--- src/pkg/pcix_strap_defines.svh ---
// constants for the parallel-bus strap and pin-role block
// Contract
// [RULE_01] as bus master, drive wide request low to ask for 64-bit transfers
// [RULE_02] as target, wide request is an input only, never driven
// [RULE_03] as target, drive wide acknowledge low to accept 64-bit transfers
// [RULE_04] as bus master, wide acknowledge is an input only, never driven
// [RULE_05] seven fan-out clocks come from the reference clock input
// [RULE_06] bus reset low floats every parallel-bus output, without any clock
// [RULE_07] forward mode: four interrupt lines are async inputs, synchronised first
// [RULE_08] reverse mode: interrupt lines are open-drain outputs, pulled low to assert
// [RULE_09] an asserted interrupt stays until driver software clears it
// [RULE_10] bus-side logic runs on the feedback clock looped from a fan-out output; here it runs on mclk and only samples and watches that clock
// [RULE_11] clock generator enable decides whether fan-out clocks run
// [RULE_12] test strap low is normal operation, high is test functions
// [RULE_13] serial strap 0 picks eeprom master, 1 picks smbus slave
// [RULE_14] visibility strap 0 is transparent, 1 is non-transparent bridging
// [RULE_15] hot-plug strap high enables hot-plug operation
// [RULE_16] direction strap 0 is forward, 1 is reverse bridging
// [RULE_17] arbiter select low: internal arbiter grants the bus to masters
// [RULE_18] arbiter select high: an external arbiter arbitrates, bridge does not
// [RULE_19] external arbiter: request 0 is own grant in, grant 0 own request out
// [RULE_20] external arbiter: requests 5..2 are gp inputs, grants 5..2 gp outputs
// [RULE_21] reverse mode repurposes request 0, grant 0 and lines 5..2 likewise
// [RULE_22] straps are caught at bus reset release and held until next reset
`ifndef PCIX_STRAP_DEFINES_SVH
`define PCIX_STRAP_DEFINES_SVH

// ----------------------------------------
// register map, byte offsets
// ----------------------------------------
`define REG_MODE 4'h0
`define REG_CTRL 4'h4
`define REG_PINS 4'h8
`define CTRL_RST 12'h000
`define CTRL_W 12

// ----------------------------------------
// synchroniser vector layout
// ----------------------------------------
`define SYNC_W 21
`define SYNC_STRAP 0
`define SYNC_REQ 6
`define SYNC_IRQ 12
`define SYNC_WREQ 16
`define SYNC_WACK 17
`define SYNC_BRST 18
`define SYNC_CGEN 19
`define SYNC_FBCK 20
`define SYNC_RST 21'h03ffc0

// ----------------------------------------
// widths and timing
// ----------------------------------------
`define NUM_REQ 6
`define NUM_GP 4
`define NUM_IRQ 4
`define NUM_FANOUT 7
`define FB_TIMEOUT 4'hf

`endif

--- src/pkg/pcix_strap_pkg.sv ---
// types for the parallel-bus strap and pin-role block
package pcix_strap_pkg;

    typedef struct packed {
        logic clockGenRun;
        logic externalArb;
        logic reverseMode;
        logic hotplugEnable;
        logic nonTransparent;
        logic smbusSlave;
        logic testMode;
    } mode_t;

    typedef struct packed {
        logic [3:0] generalOutput;
        logic [3:0] irqAssert;
        logic ownBusRequest;
        logic wideAck;
        logic wideRequest;
        logic busMaster;
    } ctrl_t;

    typedef enum logic [2:0] {
        ARB_PARK = 3'b001,
        ARB_GRANT = 3'b010,
        ARB_EXT = 3'b100
    } arb_state_t;

endpackage : pcix_strap_pkg

--- src/hdl/pcix_side_strap_and_pin_roles.sv ---
// strap decode and pin roles for the parallel-bus side
//
// Added by the designer: register access over Avalon-MM and the register addresses.
`include "pcix_strap_defines.svh"

module pcix_side_strap_and_pin_roles
    import pcix_strap_pkg::*;
(
    input wire logic mclk,
    input wire logic rst_n,
    input wire logic clkEnable,
    input wire logic [3:0] address,
    input wire logic read,
    input wire logic write,
    input wire logic [31:0] writedata,
    output logic [31:0] readdata,
    output logic waitrequest,
    input wire logic busReset_n,
    input wire logic referenceClockIn,
    input wire logic feedbackClockIn,
    input wire logic clockgenEnable,
    output logic [6:0] fanoutClockOut,
    input wire logic testStrap,
    input wire logic serialPortStrap,
    input wire logic bridgeVisibilityStrap,
    input wire logic hotplugStrap,
    input wire logic directionStrap,
    input wire logic arbiterSelect_n,
    input wire logic wideXferRequestIn_n,
    output logic wideXferRequestOut_n,
    output logic wideXferRequestOe,
    input wire logic wideXferAckIn_n,
    output logic wideXferAckOut_n,
    output logic wideXferAckOe,
    input wire logic [3:0] irqLineIn_n,
    output logic [3:0] irqLineOut_n,
    output logic [3:0] irqLineOe,
    input wire logic [5:0] busReqIn_n,
    output logic [5:0] busGntOut_n,
    output logic [5:0] busGntOe,
    output logic [3:0] generalInput,
    output logic externalGrant,
    output mode_t modes
);

// ----------------------------------------
// pin synchronisers
// ----------------------------------------
logic [`SYNC_W-1:0] pinRaw;
logic [`SYNC_W-1:0] pinFilt;
localparam logic [`SYNC_W-1:0] SYNC_INIT = `SYNC_RST;

assign pinRaw = {
    feedbackClockIn,
    clockgenEnable,
    busReset_n,
    wideXferAckIn_n,
    wideXferRequestIn_n,
    irqLineIn_n,
    busReqIn_n,
    arbiterSelect_n,
    directionStrap,
    hotplugStrap,
    bridgeVisibilityStrap,
    serialPortStrap,
    testStrap
};

// bus-side state all runs on mclk; the looped-back feedback clock is only sampled and watched // [RULE_10]
genvar gi;
generate
    for (gi = 0; gi < `SYNC_W; gi = gi + 1) begin : g_sync
        logic s1;
        logic s2;
        logic s3;
        logic f;
        always_ff @(posedge mclk or negedge rst_n) begin
            if (!rst_n) begin
                s1 <= SYNC_INIT[gi];
                s2 <= SYNC_INIT[gi];
                s3 <= SYNC_INIT[gi];
                f <= SYNC_INIT[gi];
            end else if (clkEnable) begin
                s1 <= pinRaw[gi];
                s2 <= s1;
                s3 <= s2;
                if (s2 == s3) begin
                    f <= s3;
                end
            end
        end
        assign pinFilt[gi] = f;
    end
endgenerate

// ----------------------------------------
// pin level decode
// ----------------------------------------

// filtered copies, idle levels come from the synchroniser reset
logic [`SYNC_W-1:0] pinLevel;
assign pinLevel = pinFilt;

logic [5:0] strapNow;
logic [5:0] reqNow_n;
logic [3:0] irqNow_n;
logic wideReqNow_n;
logic wideAckNow_n;
logic busResetNow_n;
logic clockGenNow;
logic fbNow;

assign strapNow = pinLevel[`SYNC_STRAP +: 6];
assign reqNow_n = pinLevel[`SYNC_REQ +: `NUM_REQ];
assign irqNow_n = pinLevel[`SYNC_IRQ +: `NUM_IRQ]; // [RULE_07]
assign wideReqNow_n = pinLevel[`SYNC_WREQ];
assign wideAckNow_n = pinLevel[`SYNC_WACK];
assign busResetNow_n = pinLevel[`SYNC_BRST];
assign clockGenNow = pinLevel[`SYNC_CGEN];
assign fbNow = pinLevel[`SYNC_FBCK];

// ----------------------------------------
// strap capture at bus reset release
// ----------------------------------------
logic busResetPrev_n;
logic clockGenRun;
logic [5:0] strapped;

always_ff @(posedge mclk or negedge rst_n) begin
    if (!rst_n) begin
        busResetPrev_n <= 1'b0;
    end else if (clkEnable) begin
        busResetPrev_n <= busResetNow_n;
    end
end

always_ff @(posedge mclk or negedge rst_n) begin
    if (!rst_n) begin
        strapped <= 6'h00;
    end else if (clkEnable && busResetNow_n && !busResetPrev_n) begin // [RULE_22]
        strapped[0] <= strapNow[0]; // [RULE_12]
        strapped[1] <= strapNow[1]; // [RULE_13]
        strapped[2] <= strapNow[2]; // [RULE_14]
        strapped[3] <= strapNow[3]; // [RULE_15]
        strapped[4] <= strapNow[4]; // [RULE_16]
        strapped[5] <= strapNow[5]; // [RULE_17] [RULE_18]
    end
end

// ----------------------------------------
// clock generator enable
// ----------------------------------------

always_ff @(posedge mclk or negedge rst_n) begin
    if (!rst_n) begin
        clockGenRun <= 1'b0;
    end else if (clkEnable) begin
        clockGenRun <= clockGenNow; // [RULE_11]
    end
end

assign modes = {clockGenRun, strapped};

// ----------------------------------------
// clock fan-out
// ----------------------------------------
generate
    for (gi = 0; gi < `NUM_FANOUT; gi = gi + 1) begin : g_fanout
        assign fanoutClockOut[gi] = referenceClockIn & clockGenRun; // [RULE_05] [RULE_11]
    end
endgenerate

// ----------------------------------------
// feedback clock watch
// ----------------------------------------

logic fbPrev;
logic [3:0] fbIdle;
logic fbAlive;

always_ff @(posedge mclk or negedge rst_n) begin
    if (!rst_n) begin
        fbPrev <= 1'b0;
        fbIdle <= `FB_TIMEOUT;
    end else if (clkEnable) begin
        fbPrev <= fbNow;
        if (fbNow != fbPrev) begin
            fbIdle <= 4'h0;
        end else if (fbIdle != `FB_TIMEOUT) begin
            fbIdle <= fbIdle + 4'h1;
        end
    end
end

assign fbAlive = (fbIdle != `FB_TIMEOUT);

// ----------------------------------------
// register bus slave
// ----------------------------------------
ctrl_t ctrl;
logic ack;
logic [31:0] next_readdata;
logic [31:0] pinsWord;
logic [5:0] grantVec;
logic repurpose;

assign waitrequest = (read | write) & ~ack;

always_ff @(posedge mclk or negedge rst_n) begin
    if (!rst_n) begin
        ack <= 1'b0;
    end else if (clkEnable) begin
        ack <= (read | write) & ~ack;
    end
end

// ----------------------------------------
// register readback
// ----------------------------------------

always_comb begin
    next_readdata = 32'h00000000;
    case (address)
        `REG_MODE: begin
            next_readdata = {25'h0000000, modes};
        end
        `REG_CTRL: begin
            next_readdata = {20'h00000, ctrl};
        end
        `REG_PINS: begin
            next_readdata = pinsWord;
        end
        default: begin
            next_readdata = 32'h00000000;
        end
    endcase
end

always_ff @(posedge mclk or negedge rst_n) begin
    if (!rst_n) begin
        readdata <= 32'h00000000;
    end else if (clkEnable && read && !ack) begin
        readdata <= next_readdata;
    end
end

// ----------------------------------------
// control register
// ----------------------------------------

// driver software sets and clears the reverse-mode interrupt bits
always_ff @(posedge mclk or negedge rst_n) begin
    if (!rst_n) begin
        ctrl <= `CTRL_RST;
    end else if (clkEnable && write && ack && address == `REG_CTRL) begin
        ctrl <= writedata[`CTRL_W-1:0]; // [RULE_09]
    end
end

assign pinsWord = {
    14'h0000,
    fbAlive,
    grantVec,
    externalGrant,
    generalInput,
    ~irqNow_n,
    ~wideAckNow_n,
    ~wideReqNow_n
};

// ----------------------------------------
// bus arbiter and request/grant roles
// ----------------------------------------
arb_state_t arbState;
logic [5:0] reqActive;
logic [5:0] pick;

assign repurpose = modes.externalArb | modes.reverseMode; // [RULE_21]
assign reqActive = ~reqNow_n;
assign pick = reqActive & (~reqActive + 6'h01);

always_ff @(posedge mclk or negedge rst_n) begin
    if (!rst_n) begin
        arbState <= ARB_PARK;
        grantVec <= 6'h00;
    end else if (clkEnable) begin
        case (arbState)
            ARB_PARK: begin
                grantVec <= 6'h00;
                if (repurpose) begin
                    arbState <= ARB_EXT;
                end else if (reqActive != 6'h00 && !ctrl.ownBusRequest) begin
                    grantVec <= pick; // [RULE_17]
                    arbState <= ARB_GRANT;
                end
            end
            ARB_GRANT: begin
                if (repurpose || (grantVec & reqActive) == 6'h00) begin
                    grantVec <= 6'h00;
                    arbState <= ARB_PARK;
                end
            end
            ARB_EXT: begin
                grantVec <= 6'h00; // [RULE_18]
                if (!repurpose) begin
                    arbState <= ARB_PARK;
                end
            end
            default: begin
                grantVec <= 6'h00;
                arbState <= ARB_PARK;
            end
        endcase
    end
end

// ----------------------------------------
// grant and general-purpose pins
// ----------------------------------------

always_ff @(posedge mclk or negedge rst_n) begin
    if (!rst_n) begin
        busGntOut_n <= 6'h3f;
        generalInput <= 4'h0;
        externalGrant <= 1'b0;
    end else if (clkEnable) begin
        if (repurpose) begin
            busGntOut_n[0] <= ~ctrl.ownBusRequest; // [RULE_19]
            busGntOut_n[1] <= 1'b1;
            busGntOut_n[5:2] <= ctrl.generalOutput; // [RULE_20]
            generalInput <= reqNow_n[5:2]; // [RULE_20]
            externalGrant <= ~reqNow_n[0]; // [RULE_19]
        end else begin
            busGntOut_n <= ~grantVec; // [RULE_17]
            generalInput <= 4'h0;
            externalGrant <= 1'b0;
        end
    end
end

// ----------------------------------------
// wide transfer and grant enable pin roles
// ----------------------------------------
logic busLive;

// raw pin, no clock involved in floating the bus
assign busLive = busReset_n & rst_n; // [RULE_06]

assign wideXferRequestOut_n = ~ctrl.wideRequest; // [RULE_01]
assign wideXferRequestOe = busLive & ctrl.busMaster; // [RULE_01] [RULE_02] [RULE_06]
assign wideXferAckOut_n = ~ctrl.wideAck; // [RULE_03]
assign wideXferAckOe = busLive & ~ctrl.busMaster; // [RULE_03] [RULE_04] [RULE_06]

assign busGntOe = {`NUM_REQ{busLive}}; // [RULE_06]

// ----------------------------------------
// interrupt pin roles
// ----------------------------------------
logic irqDrive;

assign irqDrive = busLive & modes.reverseMode; // [RULE_06] [RULE_08]

generate
    for (gi = 0; gi < `NUM_IRQ; gi = gi + 1) begin : g_irq
        assign irqLineOut_n[gi] = 1'b0; // [RULE_08]
        assign irqLineOe[gi] = irqDrive & ctrl.irqAssert[gi]; // [RULE_08] [RULE_09]
    end
endgenerate

endmodule : pcix_side_strap_and_pin_roles

--- config.mk ---
export PLATFORM = sky130hd
export DESIGN_NAME = pcix_side_strap_and_pin_roles
export DESIGN_NICKNAME = d
export VERILOG_FILES = /design/src/pkg/pcix_strap_pkg.sv /design/src/hdl/pcix_side_strap_and_pin_roles.sv
export VERILOG_INCLUDE_DIRS = /design/src /design/src/pkg
export SDC_FILE = /design/constraint.sdc
export NUM_CORES = 1
export LEC_CHECK = 0
export ABC_AREA = 0
export BUFFER_PORTS_ARGS = -buffer_cell sky130_fd_sc_hd__buf_2
export CAP_MARGIN = 10
export CORE_MARGIN = 2
export CORE_UTILIZATION = 58
export DETAILED_ROUTE_END_ITERATION = 8
export PLACE_DENSITY = 0.84
export SLEW_MARGIN = 0
export SYNTH_ARGS = -nofsm -noshare
export SYNTH_HDL_FRONTEND = slang
export SYNTH_SLANG_ARGS = --single-unit
export TNS_END_PERCENT = 1
--- constraint.sdc ---
create_clock -name mclk -period 4.7 [get_ports mclk]
set_clock_uncertainty 0.15 [all_clocks]
set_input_delay 0.705 -clock mclk [delete_from_list [all_inputs] [get_ports mclk]]
set_output_delay 0.705 -clock mclk [all_outputs]
set_load 0.05 [all_outputs]
# [Yosys cells after proc, flatten, opt, wreduce, memory -nomap -nowiden]
# Cells that the tools add are included.
[op_classes] muxes=15 add_sub_neg=2 bitwise_logic=26 n_eq_ne=31 reduce_logical=40
[op_table] op="$pmux W18 S3" count=1
[op_table] op="$reduce_and A2 Y1" count=23
[op_table] op="$mux W6" count=4
[op_table] op="$eq A1 B1 Y1" count=21
[op_table] op="$not A6 Y6" count=3
[op_table] op="$and A6 B6 Y6" count=2
[op_table] op="$mux W3" count=4
[op_table] op="$mux W4" count=3
[op_table] op="$pmux W6 S2" count=1
[op_table] op="$and A1 B1 Y1" count=10
[op_table] op="$pmux W3 S3" count=1
[op_table] op="$logic_and A1 B1 Y1" count=8
[op_table] op="$not A1 Y1" count=8
[op_table] op="$add A6 B1 Y6 const B" count=1
[op_table] op="$logic_not A6 Y1" count=1
[op_table] op="$reduce_bool A6 Y1" count=1
[op_table] op="$add A4 B1 Y4 const B" count=1
[op_table] op="$eq A4 B3 Y1 const B" count=1
[op_table] op="$eq A4 B4 Y1 const B" count=1
[op_table] op="$logic_not A4 Y1" count=1
[op_table] op="$ne A2 B2 Y1 const B" count=2
[op_table] op="$ne A4 B4 Y1 const B" count=1
[op_table] op="$not A4 Y4" count=1
[op_table] op="$reduce_and A4 Y1" count=1
[op_table] op="other kinds (10)" count=13
[word_totals] output_inout_bits=76 elab_cells=216 regBits=162 input_bits=63

# [Logic depth before layout (Yosys ltp)]
# Gate-level depths: netlist of run 1.
[logic_depth] depth_word=7 mapped_depth=7 depth_no_buf=6

# [Worst setup path after synthesis of run 1]
# OpenSTA, ideal clock, no wires.
[synth_path] kind="input to output" start="in busReset_n" end="out wideXferAckOe" path_stages=2 n_path_buf=0 arrival_time_ns=1.656 required_time_ns=3.845 setup_slack_ns=2.189 path_cell_list="and2_1 -> nor2b_1"
[synth_between] elab_chain_len=2
[synth_rtl] element="start: declaration" line_no="pcix_side_strap_and_pin_roles.sv:18" text="input wire logic busReset_n,"
[synth_rtl] element="$and A1 B1 Y1" line_no="pcix_side_strap_and_pin_roles.sv:347" text="assign busLive = busReset_n & rst_n;"
[synth_rtl] element="$and A1 B1 Y1" line_no="pcix_side_strap_and_pin_roles.sv:352" text="assign wideXferAckOe = busLive & ~ctrl.busMaster;"
[synth_rtl] element="end: declaration" line_no="pcix_side_strap_and_pin_roles.sv:34" text="output logic wideXferAckOe,"
# No other way between the ends.

# [Worst setup path in the final report of run 1]
[layout_path] start="in rst_n" end="out wideXferAckOe"
[layout_between] elab_chain_len=2
[layout_rtl] element="start: declaration" line_no="pcix_side_strap_and_pin_roles.sv:10" text="input wire logic rst_n,"
[layout_rtl] element="$and A1 B1 Y1" line_no="pcix_side_strap_and_pin_roles.sv:347"
[layout_rtl] element="$and A1 B1 Y1" line_no="pcix_side_strap_and_pin_roles.sv:352"
# No other way between the ends.

==> flow_summary.toml, run 1 <==
[logic_synthesis]
syn-cell-area_um2 = 6400
ys_seq_area_share_pct = 59.0
synthArstFlopShare_pct = 100
syn_inst = 565
synth_flop_cell = "dfrtp_1"
synth_edf_count = 0
ys_seq_elements = 148
synth_warnings = 0
synth_cell_type_count = 51
syn_avg_cell_area_um2 = 11.3

[finish]
drive_above_1_share_pct = 39.8
areaGrowthSynthToFinish_pct = 17.2
nNetsFinal = 713
layout_common_cells = "buf_2 (98), dfrtp_1 (89), o21ai_0 (82), mux2_2 (63), dfstp_2 (59)"
final_common_cell = "buf_2"
stdcell_count = 801
antenna-diode-count = 0

[grt]
grt_pass1_wl_um = 22100
grt.overflow.total = 0
grt_max_degree = 83
antenna_found_initial = 0
track_usage_pct = 24.6
grt_pass1_vias = 4404

[floorplanning]
die_w_um = 109
die_area_um2 = 11900
start_util_pct = 59.3
io_pins = 139
core_area_um2 = 10800
core.rowCount = 38
fp.dieH_um = 109

[routing]
drc = 0
top_layer_used = "met4"
drt.antenna.violating_nets = 0
drt_wl_total_um = 13900
wl_met2_um = 6850
firstDrtPassIters = 6
wl_met1_um = 5960
viasPerCell = 5.73
num_vias = 4587
met3WireLength_um = 807
wl_per_cell_um = 17.4
drt-initial-drc-count = 306

[sta]
max_freq_ghz = 0.351
rsz0062_at_grt = "false"
finalCritPeriodShare_pct = 60.6
fin_crit_ps = 2850
slew_headroom_pct = 44.6
finalSetupTns_ps = 0
final_hold_viol_count = 0
finalMaxSlewViolations = 0
worstMarginPinSlew_ps = 831
worst_slack_ps = 1850
finalSetupViolations = 0

[clocking]
cts_made_buffers = 17
cts_setup_buffers = 0
cts.clk_slew.worst_paths_ps = 60
worstSkewPairLatency_ps = 520
hold_buffers = 0
root_buffer = "clkbuf_8"
cts-htree-levels = 4
cts_resized = 0
clock_sinks = 148
cts_tree = "yes"
cts_buffer_depth = 2

[worst_setup_path]
endpoint_kind = "output pin"
critPathKind = "input pin to output pin"
cp_data_required_time_ps = 3850
reg2reg_setup_slack_ps = 2240
slowest_delay_ps = 510
cp_top_family = "buffers and inverters"
slowest_stage = "buf_6"
cp.buffers_inverters = 2
crit_fanout = 82
path_cells = "buf_6 > and2_1 > nor2b_1 > buf_2"
crit_path_start_kind = "input pin"
worstPathArrival_ps = 1990

[power]
power.internal_mw = 2.94
power.switching_mw = 1.52
p_seq_share_pct = 43.2
leakage_nw = 3.42
swShare_pct = 34.1
p_total_mw = 4.46
pwr-share-comb_pct = 23.7
power_density_nw_per_um2 = 594
peakVddDrop_uv = 292
p_clk_share_pct = 33.1

[hold_path]
hp-class = "input pin to asynchronous set/reset pin"

[placement]
place_ws_ps = 1710
io_buffers = 100
dp.cells = 770
gp_congestion = 0.892
hpwl_um = 8870

[status]
outcome = "finished, final reports clean"

[job]
drv_cap = 0
## final timing paths
check                          startpoint        endpoint  cells past startpoint
min                                 rst_n   g_sync[19].s3                      1
min in group mclk           busReqIn_n[3]    g_sync[9].s1                      2
max in group asynchronous           rst_n    g_sync[2].s1                      2
max                                 rst_n   wideXferAckOe                      4
min reg2reg                busGntOut_n[0]  busGntOut_n[0]                      2
max reg2reg                   strapped[4]     grantVec[5]                      5
## cell type report
type	instances	area, um2
sequential	148	3780
fill	763	3290
multi-input combinational	341	2210
timing repair buffer	106	554
clock buffer	18	418
clock inverter	13	233
tap	140	175
inverter	35	131
## stage by stage
step / cell area [um2] / utilization, % / hold WS (ps)
global route: 7500 / 69.5 / 107
CTS: 7500 / 69.5 / 82.9
finish: 7500 / 69.5 / 54.3
floorplan: 6460 / - / 259
detailed placement: 6850 / 63.5 / 316
global placement: 6850 / 63.5 / 310
## routing by layer
| layer | vias to the layer above | GRT usage [%] |
|---|---|---|
| met3 | 25 | 5.80 |
| met4 | 0 | 9.34 |
| met1 | 2291 | 32.9 |
| met5 | - | 0 |
| li1 | 2095 | - |
| met2 | 176 | 39.2 |
## cells by family (layout without fill, tap and decap cells)
kind of cell	Yosys count	in the layout	share of synthesized area [%]
other	1	18	0.0586
XOR/XNOR	3	3	0.411
buffers and inverters	93	172	7.45
adder cells (fa/ha/maj)	1	1	0.195
AO/OA/AOI/OAI	149	149	13.7
multiplexers	63	63	11.1
flip-flops	148	148	59.0
AND/OR/NAND/NOR	107	107	8.07
## registers in the layout (all words and copies together) (netlist names)
register,flops
busResetNow_n,1
clockGenNow,1
ctrl,12
fbIdle,4
ack,1
g_sync.f,18
grantVec,6
busResetPrev_n,1
fbNow,1
g_sync.s3,21
fbPrev,1
g_sync.s1,21
readdata,18
clockGenRun,1
busGntOut_n,6
arbState,3
g_sync.s2,21
externalGrant,1
strapped,6
generalInput,4
## synth_stat cells, drive strengths merged (2+ instances only)
library cell / instances / area (um2)
o2bb2ai: 4 / 35.0
or4b: 2 / 23.8
nand2: 51 / 191
nand4: 2 / 12.5
o21bai: 2 / 15.0
clkbuf: 23 / 86.3
nand2b: 2 / 12.5
nor2: 22 / 82.6
o22ai: 3 / 18.8
a21oi: 28 / 140
and3: 2 / 12.5
a221oi: 6 / 52.6
o32ai: 2 / 25.0
dfrtp: 89 / 2230
dfstp: 59 / 1550
nor4b: 2 / 23.8
mux2: 63 / 709
nand3: 2 / 10.0
a22oi: 5 / 37.5
and2: 9 / 56.3
buf: 35 / 259
nor3: 4 / 20.0
o41ai: 3 / 26.3
o21ai: 83 / 415
inv: 35 / 131
nand3b: 2 / 15.0
xor2: 2 / 17.5
a22o: 6 / 52.6
## worst register-to-register path, cell delays in order (launching register included)
cell	delay, ps
dfrtp_1	480
or2_1	390
nor4b_1	140
o32a_1	320
or4_1	590
o32ai_1	280
## power by group through the flow
stage               clock network [mW]  logic [mW]  registers [mW]
floorplan                            0       0.623            2.06
global placement                     0       0.999            1.90
detailed placement                   0        1.04            1.92
CTS                               1.49        1.06            1.91
global route                      1.55        1.14            1.95
finish                            1.48        1.06            1.92
Note: power is estimated with default switching activity, not from simulation.
==> inputs of run 2 (changes only) <==
--- a/config.mk
+++ b/config.mk
@@ -10,9 +10,9 @@
 export BUFFER_PORTS_ARGS = -buffer_cell sky130_fd_sc_hd__buf_2
 export CAP_MARGIN = 10
 export CORE_MARGIN = 2
-export CORE_UTILIZATION = 58
+export CORE_UTILIZATION = 49
 export DETAILED_ROUTE_END_ITERATION = 8
-export PLACE_DENSITY = 0.84
+export PLACE_DENSITY = 0.76
 export SLEW_MARGIN = 0
 export SYNTH_ARGS = -nofsm -noshare
 export SYNTH_HDL_FRONTEND = slang
==> constraint.sdc (replaced) <==
create_clock -name mclk -period 2.3 [get_ports mclk]
set_clock_uncertainty 0.15 [all_clocks]
set_input_delay 0.345 -clock mclk [delete_from_list [all_inputs] [get_ports mclk]]
set_output_delay 0.345 -clock mclk [all_outputs]
set_load 0.05 [all_outputs]
==> flow_summary.toml, run 2 (same netlist as run 1, synthesis figures left out) <==
[finish]
areaGrowthSynthToFinish_pct = 21.5
antenna-diode-count = 0
reg_top3 = "g_sync.s1 x21, g_sync.s2 x21, g_sync.s3 x21"
final_common_cell = "buf_2"
layout_common_cells = "buf_2 (97), dfrtp_1 (87), o21ai_0 (82), mux2_2 (63), dfstp_2 (59)"
drive_above_1_share_pct = 39.5
nNetsFinal = 748

[routing]
wl_per_cell_um = 15.6
viasPerCell = 5.31
num_vias = 4613
drc = 0
drt-initial-drc-count = 318
drt.antenna.violating_nets = 0
firstDrtPassIters = 5
drt_wl_total_um = 13600

[worst_setup_path]
slowest_stage = "dlygate4sd3_1"
crit_fanout = 12
endpoint_kind = "output pin"
cp_data_required_time_ps = 1800
slowest_delay_ps = 540
worst-path-stages = 5
ff2ff_path_depth = 4
cp_top_family = "buffers and inverters"
worstPathArrival_ps = 1720
crit_path_start_kind = "input pin"
critPathKind = "input pin to output pin"
cp.buffers_inverters = 3
path_cells = "dlygate4sd3_1 > buf_6 > and3_1 > and2_1 > buf_2"

[clocking]
cts_made_buffers = 17
cts_tree = "yes"
root_buffer = "clkbuf_16"
worstSkewPairLatency_ps = 420
cts-htree-levels = 4
cts_setup_buffers = 0
cts_buffer_depth = 2
clock_sinks = 148
cts.clk_slew.worst_paths_ps = 50

[sta]
rsz0062_at_grt = "false"
finalSetupViolations = 0
final_hold_viol_count = 0
worst_slack_ps = 83.2
finalMaxSlewViolations = 0
finalSetupTns_ps = 0
fin_crit_ps = 2220
hold_slack_ps = 15.0
worstMarginPinSlew_ps = 566
slew_headroom_pct = 62.3
finalCritPeriodShare_pct = 96.4
max_freq_ghz = 0.451

[power]
p_clk_share_pct = 29.5
swShare_pct = 34.6
power.internal_mw = 5.70
p_seq_share_pct = 44.5
pwr-share-comb_pct = 26.0
leakage_nw = 3.54
power.switching_mw = 3.01
power_density_nw_per_um2 = 1120
peakVddDrop_uv = 638
p_total_mw = 8.72

[floorplanning]
fp.dieH_um = 118
core_area_um2 = 12700
start_util_pct = 50.5
io_pins = 139
die_area_um2 = 14000
die_w_um = 118
core.rowCount = 41

[grt]
grt.overflow.total = 0
grt_max_degree = 113
track_usage_pct = 20.6
antenna_found_initial = 0
grt_pass1_vias = 4555
grt_pass1_wl_um = 22800

[placement]
gp_congestion = 0.793
io_buffers = 100
hpwl_um = 9320
place_ws_ps = 212

[hold_path]
hold_depth = 2
hp-class = "input pin to flip-flop"

[job]
drv_cap = 0

[status]
outcome = "finished, final reports clean"
## run 2: cell count changes in the layout (fill, tap and decap cells not counted), moves of 2 or more
cell,delta
clkinv_2,+2
clkbuf_8,+3
dfrtp_2,+2
bufinv_16,-5
dfrtp_1,-2
buf_4,+13
clkinv_4,-4
clkbuf_1,+5
dlygate4sd3_1,+21
## run 2: layer usage
layer  track usage [%]  up-vias  wire length, um
met3              5.98       23              811
met1              27.1     2270             6180
met5                 0        -                0
met4              8.36        0              266
li1                  -     2156                -
met2              32.0      164             6290
## run 2: layout make-up
type	count	area [um2]
Timing Repair Buffer	141	885
Tap cell	172	215
Clock buffer	27	503
Inverter	35	131
Multi-Input combinational cell	341	2210
Sequential cell	148	3780
Fill cell	1017	4900
Clock inverter	5	50.0
## run 2: worst paths after layout
check / end / startpoint / slack (ps)
min in group asynchronous: strapped[0] / rst_n / 150
hold / removal: ctrl[4] / writedata[4] / 10
setup reg to reg: grantVec[1] / strapped[5] / 180
max in group asynchronous: strapped[5] / rst_n / 1070
hold reg to reg: readdata[8] / readdata[8] / 330
setup / recovery: irqLineOe[0] / rst_n / 80
## run 2: timing repair
action                                  in CTS  in global routing
endpoints found under the setup margin       0                  1
endpoints found under the hold margin      109                  0
hold buffers                                21                  0
gates resized for setup                      0                  1
## run 2: metrics by stage
step | instance area (um2) | instances | util [%]
after global placement | 7010 | 816 | 55.3
after detailed placement | 7010 | 816 | 55.3
final | 7770 | 869 | 61.4
after CTS | 7770 | 869 | 61.3
after floorplan | 6470 | 582 | -
after global routing | 7770 | 869 | 61.4
## run 2: power by group through the flow
stage               clock, mW  combinational [mW]  sequential, mW
floorplan                   0                1.27            4.21
global placement            0                2.16            3.85
detailed placement          0                2.24            3.91
CTS                      2.63                2.28            3.87
global route             2.75                2.46            3.97
finish                   2.57                2.27            3.88
